--- src/common/sas_defs.svh ---
/*
 * Register offsets, field positions, reset values and timing counts of the
 * converter sequencer. Assumes a 32-bit classic Wishbone slave, byte addresses.
 */
`ifndef SAS_DEFS_SVH
`define SAS_DEFS_SVH

// ==========================================================================
// register byte offsets
`define SAS_OFF_CTRL        8'h00
`define SAS_OFF_CHSEL       8'h04
`define SAS_OFF_STATUS      8'h08
`define SAS_OFF_BND_HIGH    8'h0C
`define SAS_OFF_BND_LOW     8'h10
`define SAS_OFF_BND_CHAN    8'h14
`define SAS_OFF_RESULT_BASE 8'h40
`define SAS_OFF_RESULT_END  8'hC0

// ==========================================================================
// control register fields
`define SAS_CTRL_EN         0
`define SAS_CTRL_MODE_LSB   1
`define SAS_CTRL_SRC_LSB    4
`define SAS_CTRL_FALLING    6
`define SAS_CTRL_BY4        7
`define SAS_CTRL_IRQ_EN     8
`define SAS_CTRL_BND_EN     9
`define SAS_CTRL_OUTSIDE    10
`define SAS_CTRL_DIV_LSB    11
`define SAS_CTRL_START      14
`define SAS_CTRL_STOP       15

// ==========================================================================
// channel select fields and status bits
`define SAS_CHSEL_FIX_LSB   8
`define SAS_CHSEL_DUALB_LSB 12
`define SAS_STAT_DONE       0
`define SAS_STAT_BND        1
`define SAS_STAT_BUSY       2

// ==========================================================================
// reset values and conversion timing
`define SAS_CTRL_RST        14'h0000
`define SAS_CHSEL_RST       15'h0001
`define SAS_BND_HIGH_RST    10'h3FF
`define SAS_BND_LOW_RST     10'h000
`define SAS_MSB_BIT         4'd9
`define SAS_EARLY_BIT       4'd6
`define SAS_MID_BIT         4'd2
`define SAS_MASK_EARLY      10'h3C0
`define SAS_MASK_MID        10'h3FC
`define SAS_MASK_FULL       10'h3FF

`endif

--- src/common/sas_pkg.sv ---
/*
 * Types shared by the converter sequencer.
 * Assumes the mode field encodes the modes in declaration order.
 */
package sas_pkg;
    // ======================================================================
    // operating modes and sequencer states
    typedef enum logic [2:0] {
        SAS_FIX_SINGLE, SAS_FIX_CONT, SAS_SCAN_SINGLE,
        SAS_SCAN_CONT, SAS_DUAL_CONT, SAS_STEP
    } sas_mode_e;

    typedef enum logic [1:0] {SAS_SRC_TIMER, SAS_SRC_IMMED, SAS_SRC_EDGE} sas_src_e;

    typedef enum logic [1:0] {SAS_IDLE, SAS_SAMPLE, SAS_CONVERT} sas_state_e;
endpackage

--- src/design/sas_sequencer.sv ---
/*
 * Sequencer for an eight-input 10-bit successive approximation converter:
 * channel selection, start sources, result pairs, boundary compare, divider.
 * Assumes the analog mux, sample-and-hold, DAC and comparator sit outside;
 * cmpHigh is the comparator answer for the current dacCode, valid each tick.
 */
// Register access over Wishbone and the placing of the registers are this design's own decisions.
`timescale 1ns/1ns
`include "sas_defs.svh"

module sas_sequencer
    import sas_pkg::*;
(
    // clock and reset
    input  wire logic        clk,
    input  wire logic        rst,
    // wishbone slave
    input  wire logic        wb_cyc_i,
    input  wire logic        wb_stb_i,
    input  wire logic        wb_we_i,
    input  wire logic [7:0]  wb_adr_i,
    input  wire logic [3:0]  wb_sel_i,
    input  wire logic [31:0] wb_dat_i,
    output logic      [31:0] wb_dat_o,
    output logic             wb_ack_o,
    // start sources and power state
    input  wire logic        timerOvf,
    input  wire logic        edgeTriggerPin,
    input  wire logic        powerDown,
    // analog front end
    input  wire logic        cmpHigh,
    output logic      [2:0]  chanSel,
    output logic             sampleEn,
    output logic      [9:0]  dacCode,
    output logic             analogOn,
    // interrupt request, also the wake source out of idle
    output logic             intReq
);
    // ======================================================================
    // functions
    function automatic logic [31:0] applyWr(input logic [31:0] old,
                                            input logic [31:0] dat,
                                            input logic [3:0]  sel);
        logic [31:0] m;
        m = {{8{sel[3]}}, {8{sel[2]}}, {8{sel[1]}}, {8{sel[0]}}};
        return (old & ~m) | (dat & m);
    endfunction

    // next selected channel above cur; bit 3 set when the search wrapped
    function automatic logic [3:0] nextChan(input logic [7:0] mask, input logic [2:0] cur);
        logic [3:0] r;
        r = 4'h0;
        for (int i = 7; i >= 0; i--) begin
            if (mask[i]) begin
                r = (3'(i) > cur) ? {1'b0, 3'(i)} : ((r[3] | ~|r) ? {1'b1, 3'(i)} : r);
            end
        end
        for (int i = 7; i >= 0; i--) begin
            if (mask[i] && 3'(i) > cur) begin
                r = {1'b0, 3'(i)};
            end
        end
        return r;
    endfunction

    function automatic logic isOutside(input logic [9:0] v, input logic [9:0] hi,
                                       input logic [9:0] lo, input logic [9:0] m);
        return (v > (hi & m)) || (v < (lo & m));
    endfunction

    // ======================================================================
    // registers
    logic [13:0] ctrl_ff;
    logic [14:0] chSel_ff;
    logic [9:0]  bndHi_ff, bndLo_ff;
    logic        doneFlag_ff, bndFlag_ff;
    logic [7:0]  bndChan_ff;
    logic [9:0]  res_ff [8];
    logic        ack_ff;
    logic [31:0] rdData_ff;
    sas_state_e  state_ff, nxtState;
    logic [2:0]  chan_ff, nxtChan, slot_ff, nxtSlot, divCnt_ff;
    logic [3:0]  bitIdx_ff, nxtBit, scanCnt_ff, nxtScanCnt;
    logic [9:0]  code_ff, nxtCode, dac_ff, nxtDac;
    logic        dualB_ff, nxtDualB, pinPrev_ff, sample_ff, analogOn_ff, intReq_ff;
    logic        startPend_ff;

    // ======================================================================
    // control field decode
    wire        enable   = ctrl_ff[`SAS_CTRL_EN];
    wire sas_mode_e mode = sas_mode_e'(ctrl_ff[`SAS_CTRL_MODE_LSB +: 3]);
    wire sas_src_e  src  = sas_src_e'(ctrl_ff[`SAS_CTRL_SRC_LSB +: 2]);
    wire        falling  = ctrl_ff[`SAS_CTRL_FALLING];
    wire        by4      = ctrl_ff[`SAS_CTRL_BY4];
    wire        irqEn    = ctrl_ff[`SAS_CTRL_IRQ_EN];
    wire        bndEn    = ctrl_ff[`SAS_CTRL_BND_EN];
    wire        outside  = ctrl_ff[`SAS_CTRL_OUTSIDE];
    wire [2:0]  divRatio = ctrl_ff[`SAS_CTRL_DIV_LSB +: 3];
    wire [7:0]  scanMask = chSel_ff[7:0];
    wire [2:0]  fixChan  = chSel_ff[`SAS_CHSEL_FIX_LSB +: 3];
    wire [2:0]  dualChan = chSel_ff[`SAS_CHSEL_DUALB_LSB +: 3];

    // ======================================================================
    // bus decode; a write lands on the edge where the master sees ack
    wire        wbReq   = wb_cyc_i & wb_stb_i;
    wire        wbWr    = wbReq & wb_we_i & ack_ff;
    wire        wrCtrl  = wbWr && wb_adr_i == `SAS_OFF_CTRL;
    wire        wrStat  = wbWr && wb_adr_i == `SAS_OFF_STATUS;
    wire        wrChan  = wbWr && wb_adr_i == `SAS_OFF_BND_CHAN;
    wire [31:0] ctrlNew = applyWr({16'h0000, 2'b00, ctrl_ff}, wb_dat_i, wb_sel_i);
    wire        startWr = wrCtrl & ctrlNew[`SAS_CTRL_START];
    wire        abort   = (wrCtrl & ctrlNew[`SAS_CTRL_STOP]) | ~enable;
    wire [7:0]  resOff  = wb_adr_i - `SAS_OFF_RESULT_BASE;
    wire [31:0] statNew = applyWr(32'h0000_0000, wb_dat_i, wb_sel_i);
    wire [31:0] chSelNew = applyWr({17'h0_0000, chSel_ff}, wb_dat_i, wb_sel_i);
    wire [31:0] bndHiNew = applyWr({22'h00_0000, bndHi_ff}, wb_dat_i, wb_sel_i);
    wire [31:0] bndLoNew = applyWr({22'h00_0000, bndLo_ff}, wb_dat_i, wb_sel_i);
    logic [31:0] rdData;

    always_comb begin
        rdData = 32'h0000_0000; // unmapped offsets answer with zero
        if (wb_adr_i == `SAS_OFF_CTRL) begin
            rdData = {18'h0_0000, ctrl_ff};
        end else if (wb_adr_i == `SAS_OFF_CHSEL) begin
            rdData = {17'h0_0000, chSel_ff};
        end else if (wb_adr_i == `SAS_OFF_STATUS) begin
            rdData = {29'h0000_0000, state_ff != SAS_IDLE, bndFlag_ff, doneFlag_ff};
        end else if (wb_adr_i == `SAS_OFF_BND_HIGH) begin
            rdData = {22'h00_0000, bndHi_ff};
        end else if (wb_adr_i == `SAS_OFF_BND_LOW) begin
            rdData = {22'h00_0000, bndLo_ff};
        end else if (wb_adr_i == `SAS_OFF_BND_CHAN) begin
            rdData = {24'h00_0000, bndChan_ff};
        end else if (wb_adr_i >= `SAS_OFF_RESULT_BASE && wb_adr_i < `SAS_OFF_RESULT_END) begin
            rdData = resOff[2] ? {24'h00_0000, res_ff[resOff[5:3]][9:2]}
                               : {30'h0000_0000, res_ff[resOff[5:3]][1:0]};
        end
    end

    // ======================================================================
    // start sources; triggers only count in idle, so repeats are dropped
    // the start bit acts a clock late so it sees the enable and mode written with it
    wire pinEdge  = falling ? (pinPrev_ff & ~edgeTriggerPin) : (~pinPrev_ff & edgeTriggerPin);
    wire trig     = (src == SAS_SRC_TIMER) ? timerOvf
                  : (src == SAS_SRC_EDGE)  ? pinEdge
                  : startPend_ff;
    wire scanMode = mode == SAS_SCAN_SINGLE || mode == SAS_SCAN_CONT || mode == SAS_STEP;
    wire slotMode = mode == SAS_FIX_CONT || mode == SAS_SCAN_CONT || mode == SAS_DUAL_CONT;
    wire startOk  = state_ff == SAS_IDLE && enable && !powerDown && trig
                  && !(scanMode && scanMask == 8'h00);
    wire [3:0] scanNext = nextChan(scanMask, chan_ff);
    wire [3:0] scanFirst = nextChan(scanMask, 3'd7);

    // divider: tick every divRatio+1 clocks, frozen in power-down
    wire tick = enable && !powerDown && divCnt_ff == divRatio;

    // SAR step: keep the trial bit when the input is at or above the DAC
    wire [9:0] decided = cmpHigh ? dac_ff : code_ff;
    wire       stepNow = state_ff == SAS_CONVERT && tick;
    wire       convDone = stepNow && bitIdx_ff == 4'd0;
    wire [2:0] resIdx  = slotMode ? slot_ff : chan_ff;
    wire       scanLast = scanNext[3];

    // ======================================================================
    // boundary compare; outside criteria check early at four and at eight bits
    wire bndOut4  = bitIdx_ff == `SAS_EARLY_BIT
                  && isOutside(decided, bndHi_ff, bndLo_ff, `SAS_MASK_EARLY);
    wire bndOut8  = bitIdx_ff == `SAS_MID_BIT
                  && isOutside(decided, bndHi_ff, bndLo_ff, `SAS_MASK_MID);
    wire bndIn    = bitIdx_ff == 4'd0
                  && !isOutside(decided, bndHi_ff, bndLo_ff, `SAS_MASK_FULL);
    wire bndEvent = stepNow && bndEn && (outside ? (bndOut4 | bndOut8) : bndIn);

    // ======================================================================
    // completion events per mode
    logic irqHit;
    always_comb begin
        case (mode)
            SAS_FIX_CONT, SAS_DUAL_CONT: irqHit = by4 ? slot_ff[1:0] == 2'd3
                                                      : slot_ff == 3'd7;
            SAS_SCAN_SINGLE, SAS_SCAN_CONT: irqHit = scanLast
                                                   || (by4 && scanCnt_ff == 4'd3);
            default: irqHit = 1'b1;
        endcase
    end

    // ======================================================================
    // sequencer next state
    always_comb begin
        nxtState   = state_ff;
        nxtChan    = chan_ff;
        nxtBit     = bitIdx_ff;
        nxtCode    = code_ff;
        nxtDac     = dac_ff;
        nxtSlot    = slot_ff;
        nxtScanCnt = scanCnt_ff;
        nxtDualB   = dualB_ff;
        case (state_ff)
            SAS_IDLE: if (startOk) begin
                nxtState   = SAS_SAMPLE;
                nxtSlot    = 3'd0;
                nxtScanCnt = 4'd0;
                nxtDualB   = 1'b0;
                case (mode)
                    SAS_FIX_SINGLE, SAS_FIX_CONT: nxtChan = fixChan;
                    SAS_DUAL_CONT: nxtChan = fixChan;
                    SAS_STEP:      nxtChan = scanNext[2:0];
                    default:       nxtChan = scanFirst[2:0];
                endcase
            end
            SAS_SAMPLE: if (tick) begin
                nxtState = SAS_CONVERT;
                nxtBit   = `SAS_MSB_BIT;
                nxtCode  = 10'h000;
                nxtDac   = 10'h200;
            end
            SAS_CONVERT: if (tick) begin
                nxtCode = decided;
                if (bitIdx_ff != 4'd0) begin
                    nxtBit = bitIdx_ff - 4'd1;
                    nxtDac = decided | (10'h001 << nxtBit);
                end else begin
                    nxtSlot    = slot_ff + 3'd1;
                    nxtScanCnt = scanLast ? 4'd0 : scanCnt_ff + 4'd1;
                    case (mode)
                        SAS_FIX_CONT: nxtState = SAS_SAMPLE;
                        SAS_DUAL_CONT: begin
                            nxtState = SAS_SAMPLE;
                            nxtDualB = ~dualB_ff;
                            nxtChan  = dualB_ff ? fixChan : dualChan;
                        end
                        SAS_SCAN_CONT: begin
                            nxtState = SAS_SAMPLE;
                            nxtChan  = scanNext[2:0];
                        end
                        SAS_SCAN_SINGLE: begin
                            nxtState = scanLast ? SAS_IDLE : SAS_SAMPLE;
                            nxtChan  = scanLast ? chan_ff : scanNext[2:0];
                        end
                        default: nxtState = SAS_IDLE;
                    endcase
                end
            end
            default: nxtState = SAS_IDLE;
        endcase
        if (abort) begin
            nxtState = SAS_IDLE;
        end
    end

    // ======================================================================
    // sequencer registers; in power-down only an abort, pinPrev_ff and startPend_ff move without a tick
    always_ff @(posedge clk) begin
        if (rst) begin
            state_ff   <= SAS_IDLE;
            chan_ff    <= 3'd7;
            bitIdx_ff  <= 4'd0;
            code_ff    <= 10'h000;
            dac_ff     <= 10'h000;
            slot_ff    <= 3'd0;
            scanCnt_ff <= 4'd0;
            dualB_ff   <= 1'b0;
            divCnt_ff  <= 3'd0;
            pinPrev_ff <= 1'b0;
            startPend_ff <= 1'b0;
        end else begin
            state_ff   <= nxtState;
            chan_ff    <= nxtChan;
            bitIdx_ff  <= nxtBit;
            code_ff    <= nxtCode;
            dac_ff     <= nxtDac;
            slot_ff    <= nxtSlot;
            scanCnt_ff <= nxtScanCnt;
            dualB_ff   <= nxtDualB;
            divCnt_ff  <= (tick || !enable) ? 3'd0 : divCnt_ff + {2'b00, !powerDown};
            pinPrev_ff <= edgeTriggerPin;
            startPend_ff <= startWr;
        end
    end

    // result pairs are data only, no reset needed
    always_ff @(posedge clk) begin
        if (convDone) begin
            res_ff[resIdx] <= decided;
        end
    end

    // ======================================================================
    // software registers; hardware set wins over a same-cycle clear
    always_ff @(posedge clk) begin
        if (rst) begin
            ctrl_ff     <= `SAS_CTRL_RST;
            chSel_ff    <= `SAS_CHSEL_RST;
            bndHi_ff    <= `SAS_BND_HIGH_RST;
            bndLo_ff    <= `SAS_BND_LOW_RST;
            doneFlag_ff <= 1'b0;
            bndFlag_ff  <= 1'b0;
            bndChan_ff  <= 8'h00;
        end else begin
            if (wrCtrl) ctrl_ff <= ctrlNew[13:0];
            if (wbWr && wb_adr_i == `SAS_OFF_CHSEL)
                chSel_ff <= chSelNew[14:0];
            if (wbWr && wb_adr_i == `SAS_OFF_BND_HIGH)
                bndHi_ff <= bndHiNew[9:0];
            if (wbWr && wb_adr_i == `SAS_OFF_BND_LOW)
                bndLo_ff <= bndLoNew[9:0];
            doneFlag_ff <= (convDone && irqHit)
                         | (doneFlag_ff & ~(wrStat & statNew[`SAS_STAT_DONE]));
            bndFlag_ff  <= bndEvent | (bndFlag_ff & ~(wrStat & statNew[`SAS_STAT_BND]));
            bndChan_ff  <= ({8{bndEvent}} & (8'h01 << chan_ff))
                         | (bndChan_ff & ~({8{wrChan}} & statNew[7:0]));
        end
    end

    // ======================================================================
    // outputs, all registered
    always_ff @(posedge clk) begin
        if (rst) begin
            ack_ff      <= 1'b0;
            rdData_ff   <= 32'h0000_0000;
            sample_ff   <= 1'b0;
            analogOn_ff <= 1'b0;
            intReq_ff   <= 1'b0;
        end else begin
            ack_ff      <= wbReq & ~ack_ff;
            rdData_ff   <= rdData;
            sample_ff   <= nxtState == SAS_SAMPLE;
            analogOn_ff <= enable & ~powerDown;
            // idle mode does not touch this request, so it can wake the core
            intReq_ff   <= (irqEn & ((convDone & irqHit) | doneFlag_ff))
                         | (bndEvent | bndFlag_ff);
        end
    end

    assign wb_ack_o = ack_ff;
    assign wb_dat_o = rdData_ff;
    assign chanSel  = chan_ff;
    assign sampleEn = sample_ff;
    assign dacCode  = dac_ff;
    assign analogOn = analogOn_ff;
    assign intReq   = intReq_ff;

    // ======================================================================
    // assertions
    property p_single_halts;
        @(posedge clk) disable iff (rst)
        convDone && mode == SAS_FIX_SINGLE |=> state_ff == SAS_IDLE;
    endproperty
    a_single_halts: assert property (p_single_halts) else $error("single did not halt");

    property p_slot_steps;
        @(posedge clk) disable iff (rst)
        convDone && slotMode && !abort |=> slot_ff == $past(slot_ff) + 3'd1;
    endproperty
    a_slot_steps: assert property (p_slot_steps) else $error("slot did not step");

    property p_four_irq;
        @(posedge clk) disable iff (rst)
        convDone && mode == SAS_FIX_CONT && by4 && slot_ff[1:0] == 2'd3 |=> doneFlag_ff;
    endproperty
    a_four_irq: assert property (p_four_irq) else $error("no flag after four");

    property p_cont_runs;
        @(posedge clk) disable iff (rst)
        convDone && mode == SAS_FIX_CONT && !abort |=> state_ff == SAS_SAMPLE;
    endproperty
    a_cont_runs: assert property (p_cont_runs) else $error("continuous stopped");

    property p_dual_alt;
        @(posedge clk) disable iff (rst)
        convDone && mode == SAS_DUAL_CONT && !abort && !dualB_ff |=> chan_ff == dualChan;
    endproperty
    a_dual_alt: assert property (p_dual_alt) else $error("dual did not alternate");

    property p_busy_ignores;
        @(posedge clk) disable iff (rst)
        state_ff == SAS_CONVERT && bitIdx_ff != 4'd0 && !abort |=> state_ff == SAS_CONVERT;
    endproperty
    a_busy_ignores: assert property (p_busy_ignores) else $error("conversion cut");

    property p_bnd_off;
        @(posedge clk) disable iff (rst)
        !bndEn |=> !$rose(bndFlag_ff);
    endproperty
    a_bnd_off: assert property (p_bnd_off) else $error("boundary while disabled");

    property p_irq_flag;
        @(posedge clk) disable iff (rst)
        doneFlag_ff && $past(irqEn) |-> intReq;
    endproperty
    a_irq_flag: assert property (p_irq_flag) else $error("request missing");

    property p_pd_freeze;
        @(posedge clk) disable iff (rst)
        powerDown && enable && $past(powerDown) |-> $stable(code_ff) && $stable(divCnt_ff);
    endproperty
    a_pd_freeze: assert property (p_pd_freeze) else $error("runs in power-down");
endmodule

--- config.mk ---
export PLATFORM = sky130hd
export DESIGN_NAME = sas_sequencer
export DESIGN_NICKNAME = d
export VERILOG_FILES = /design/src/common/sas_pkg.sv /design/src/design/sas_sequencer.sv
export VERILOG_INCLUDE_DIRS = /design/src /design/src/common
export SDC_FILE = /design/constraint.sdc
export NUM_CORES = 1
export LEC_CHECK = 0
export ABC_AREA = 0
export BUFFER_PORTS_ARGS = -buffer_cell sky130_fd_sc_hd__clkbuf_2
export CAP_MARGIN = 20
export CORE_ASPECT_RATIO = 1.75
export CORE_MARGIN = 5
export CORE_UTILIZATION = 25
export CTS_CLUSTER_DIAMETER = 100
export DETAILED_ROUTE_END_ITERATION = 12
export HOLD_SLACK_MARGIN = 0.06
export PLACE_DENSITY = 0.51
export SYNTH_ARGS = -nofsm -noshare
export SYNTH_HDL_FRONTEND = slang
export SYNTH_SLANG_ARGS = --single-unit
--- constraint.sdc ---
create_clock -name clk -period 3.64 [get_ports clk]
set_clock_uncertainty 0.15 [all_clocks]
set_input_delay 0.728 -clock clk [delete_from_list [all_inputs] [get_ports clk]]
set_output_delay 0.728 -clock clk [all_outputs]
set_load 0.02 [all_outputs]
## Word level (Yosys, flattened, before mapping)

Memories as Yosys holds them, arrays and structs flattened.
Index checks and enable logic that the tools add are counted.

| operators by class | value |
|---|---|
| add/sub/neg operators | 5 |
| muxes and demuxes | 105 |
| reductions and logical operators | 94 |
| magnitude comparators | 16 |
| bitwise gates (word level) | 61 |
| shifts and indexed selects | 2 |
| equality and inequality tests | 28 |

Operators by type and width:

| cell | count |
|---|---|
| $mux W4 | 51 |
| $mux W10 | 9 |
| $reduce_or A4 Y1 | 14 |
| $pmux W10 S2 | 2 |
| $mux W3 | 11 |
| $logic_and A1 B1 Y1 | 31 |
| $gt A10 B10 Y1 | 3 |
| $lt A10 B10 Y1 | 3 |
| $or A10 B10 Y10 | 3 |
| $and A8 B8 Y8 | 3 |
| $mux W8 | 3 |
| $or A1 B1 Y1 | 21 |
| $and A10 B10 Y10 | 2 |
| $logic_not A1 Y1 | 18 |
| $pmux W3 S2 | 3 |
| $and A14 B16 Y16 | 1 |
| $and A16 B16 Y16 | 1 |
| $eq A8 B4 Y1 const B | 2 |
| $eq A8 B5 Y1 const B | 2 |
| $logic_not A8 Y1 | 2 |
| $not A16 Y16 | 1 |
| $or A16 B16 Y16 | 1 |
| $pmux W4 S2 | 2 |
| $and A1 B1 Y1 | 15 |
| other kinds (50) | 107 |

| word-level totals | value |
|---|---|
| word-level logic and storage cells | 337 |
| output and inout bits | 49 |
| memories | 1 |
| RAM bits | 80 |
| input port bits | 53 |
| flip-flop bits (word level) | 137 |

Memory list:

| name | words | bits a word | rd ports | clocked after memory_dff | wr ports | RTL line | RTL |
|---|---|---|---|---|---|---|---|
| res_ff | 8 | 10 | 1 | 0 | 1 | sas_sequencer.sv:78 | `logic [9:0] res_ff [8];` |

## Depth between registers and ports, before layout

| depth | value |
|---|---|
| word-level depth | 60 |
| mapped depth | 11 |

## Worst setup path before layout

Ideal clock, no wire load.

| path | value |
|---|---|
| path type | input to register |
| start point | input cmpHigh |
| end point | register bndChan_ff[1] |
| arrival time | 3.066 ns |
| setup time | 0.101 ns |
| cell stages on the path | 10 |
| required time | 3.389 ns |
| path buffers | 1 |
| path slack | 0.323 ns |
| path through | buf_2 mux2_2 ha_1 a21o_1 a21o_1 o21ai_0 a21oi_1 a2111oi_2 a21oi_1 o41ai_1 |

| on the way | value |
|---|---|
| cells in the longest elaborated chain, start to end | 9 |

Ends and longest elaborated chain:

| item | RTL line | RTL |
|---|---|---|
| start: declaration | sas_sequencer.sv:31 | `input wire logic cmpHigh,` |
| $mux W10 * | sas_sequencer.sv:158 | `wire [9:0] decided = cmpHigh ? dac_ff : code_ff;` |
| named net decided[8] | sas_sequencer.sv:158 |  |
| $gt A10 B10 Y1 / $lt A10 B10 Y1 (equally long branches) | sas_sequencer.sv:68 | `return (v > (hi & m)) \|\| (v < (lo & m));` |
| $logic_or A1 B1 Y1 | sas_sequencer.sv:68 |  |
| $logic_and A1 B1 Y1, or another cell as far along | sas_sequencer.sv:166 | `` wire bndOut4 = bitIdx_ff == `SAS_EARLY_BIT `` |
| $or A1 B1 Y1 / $logic_and A1 B1 Y1 (equally long branches) | sas_sequencer.sv:172, sas_sequencer.sv:170 |  |
| $mux W1 * | sas_sequencer.sv:172 | `wire bndEvent = stepNow && bndEn && (outside ? (bndOut4 \| bndOut8) : bndIn);` |
| $logic_and A1 B1 Y1 * | sas_sequencer.sv:172 |  |
| $and A8 B8 Y8 * | sas_sequencer.sv:310 | `bndChan_ff <= ({8{bndEvent}} & (8'h01 << chan_ff))` |
| $or A8 B8 Y8 * | sas_sequencer.sv:311 | `\| (bndChan_ff & ~({8{wrChan}} & statNew[7:0]));` |
| end signal: assignment | sas_sequencer.sv:310 |  |
| end: declaration | sas_sequencer.sv:77 | `logic [7:0] bndChan_ff;` |

Mark *: on every way through the listed nets, which the timed path passes. The rest lies on a longest branch.
A chain may end at the register's enable or synchronous reset.

## Worst setup path in the final report

Same ends and word-level chain as after synthesis.

==> impl_metrics.tcl <==
set metrics [dict create \
    cp_num_buf_inv 6 \
    ys_seq_area_frac 0.484 \
    synth.distinct_cells 72 \
    core_um2 39300 \
    ys.flop_type "dfxtp_1" \
    postSynthCellCount 1006 \
    maxSlewViolCount 0 \
    post-route-min-period_ps 3200 \
    vias 8149 \
    htreeDepth 4 \
    hold_start "wb_ack_o" \
    grt_max_degree 80 \
    start_util 0.253 \
    finalSetupViolCount 0 \
    seqPwrFrac 0.511 \
    clkTransAtPathRegs_ps 90 \
    clkPwrFrac 0.446 \
    fin_setup_tns_ps 0 \
    drt-initial-drc-count 576 \
    crit_chain "clkbuf_2 > buf_4 > mux2i_1 > buf_4 > inv_1 > ha_1 > a21oi_1 > buf_4 > a211o_1 > a21oi_1 > a2111oi_2 > a21oi_1 > buf_4 > o41ai_1" \
    cts_resized 0 \
    die_area_um2 43900 \
    combPwrFrac 0.043 \
    finalHoldViolCount 0 \
    critical_path.max_fanout 8 \
    synth-simple-area-share 0.150 \
    drc_errors 0 \
    synth_edf_count 80 \
    layout_commonest_cell "dfxtp_1" \
    syn_area_per_cell_um2 9.87 \
    cts_buffer_depth 2 \
    status "completed" \
    grtUsageTotal 0.150 \
    overflow 0 \
    root_buffer "clkbuf_16" \
    diodes 0 \
    layout_common_cells "dfxtp_1, nand2_1, nor2_1" \
    synth_area_um2 9930 \
    slowest_delay_ps 410 \
    drv_cap 0 \
    synth_top_family_by_area "compound AO/OA/AOI/OAI gates" \
    postCtsSetupBuffers 0 \
    grt_antenna_before_repair 0 \
    regArea_um2 4800 \
    synthXorXnorAreaFrac 0.00529 \
    wl_per_cell_um 20.6 \
    rows 96 \
    p_per_area_nw_per_um2 384 \
    tightestPinTransition_ps 908 \
    cts_tree "yes" \
    startpoint "cmpHigh" \
    synth_seq_cells 200 \
    multiInputGateArea_um2 4630 \
    grt_pass1_vias 8297 \
    synthAdderAreaFrac 0.0429 \
    die-height_um 274 \
    ctsHoldBuffers 0 \
    nFillCells 3989 \
    worst-setup-path-type "primary input to flip-flop" \
    cts_inserted_buffers 17 \
    swShare 0.247 \
    design_area_um2 11800 \
    p_leak_nw 4.30 \
    critPathTopFamily "compound AO/OA/AOI/OAI gates" \
    critPathSlowestCell "a2111oi_2" \
    nets 1200 \
    hold_depth 1 \
    clk_latency_ps 460 \
    yosysWarnings 0 \
    start_kind "primary input" \
    layout-drive-gt1-share 0.193 \
    cp.required_ps 3850 \
    async_flop_share 0 \
    fmax_ghz 0.312 \
    hp-class "flip-flop to flip-flop" \
    ir_drop_v 0.000295 \
    fin_crit_sh 0.879 \
    dp_hpwl_um 25700 \
    r2r_cells 13 \
    rsz0062_at_grt "no" \
    rrSetupSlack_ps 620 \
    worstPathArrival_ps 3410 \
    r2r-start "dacCode[3]" \
    port-buffer-count 66 \
    endpoint_kind "flip-flop" \
    num_io_pins 102 \
    switchingPower_mw 1.12 \
    reg2reg_to "bndChan_ff[1]" \
    ant_nets 0 \
    maxSlewHeadroom 0.395 \
    intPower_mw 3.42 \
    die_w_um 161 \
    cts.sinks 200 \
    synth_compound_area_frac 0.176 \
    synthToLayoutAreaGrowth_pct 19.1 \
    worst_path_most_repeated_cell "buf_4" \
    grt_pass1_wl_um 50000 \
    place_congestion 0.876 \
    placed_area_um2 11200 \
    dr.pass1.iters 5 \
    synth_mux_area_frac 0.0856 \
    hold_end "wb_ack_o" \
    vias_per_cell 5.04 \
    drt_wl_total_um 33200 \
]
## area by class of cell
cell class	count	area share
sequential	200	0.406
multi-input combinational	700	0.392
timing repair buffer	147	0.0810
tap	490	0.0519
clock buffer	18	0.0381
clock inverter	14	0.0159
inverter	47	0.0149
## cell families after synthesis
logic type | Yosys count
compound gates | 267
fa+ha+maj | 34
other cells | 1
xor+xnor | 6
mux | 58
flops | 200
buf+inv | 122
simple gates | 318
## power by group through the flow
stage / combinational (mW) / clock [mW] / sequential [mW]
after floorplan: 0.118 / 0 / 2.38
after global placement: 0.195 / 0 / 2.37
after detailed placement: 0.195 / 0 / 2.37
after CTS: 0.196 / 2.07 / 2.32
after global routing: 0.206 / 2.15 / 2.32
final: 0.195 / 2.02 / 2.32
## synth_stat cells, drive strengths merged, types with 7 or more instances
library cell	instances	area, um2
dfxtp	120	2400
nand2	101	379
nor2	95	367
a21oi	89	445
edfxtp	80	2400
inv	47	176
clkbuf	43	161
o21ai	41	205
ha	34	425
buf	32	209
mux2i	32	320
nand3	30	150
nor3	26	130
mux4	21	473
a31oi	18	113
a211o	16	149
a22oi	16	120
nand3b	12	90.1
nor2b	12	75.1
o31ai	12	90.1
o211ai	10	75.1
a221oi	9	78.8
a211oi	8	60.1
a21o	7	52.6
nand2b	7	43.8
## how the worst max path moves through the flow
stage                    end  slack, ps  cells after the start
6_report       bndChan_ff[1]        440                     14
4_1_cts        bndChan_ff[1]        460                     14
3_3_place_gp   bndChan_ff[1]         10                     14
2_1_floorplan  bndChan_ff[1]        320                     10
5_1_grt        bndChan_ff[1]        250                     14
3_5_place_dp   bndChan_ff[1]        -30                     14
## routing by layer
layer,part of all wire,global-route usage,vias to the layer above
li1,-,-,3881
met1,0.35,0.142,4005
met2,0.57,0.299,198
met3,0.023,0.0197,65
met4,0.054,0.0877,0
met5,0,0,-
## metrics by stage
stage               setup WS (ps)  power, mW  utilization  cells  hold WS [ps]
floorplan                     323       2.49            -   1022           282
global placement             11.7       2.56        0.284   1583           281
detailed placement          -28.1       2.56        0.285   1584           288
CTS                           459       4.58        0.301   1616           299
global route                  254       4.68        0.301   1616           313
finish                        440       4.53        0.301   1616           293
(Power assumes the default switching activity.)
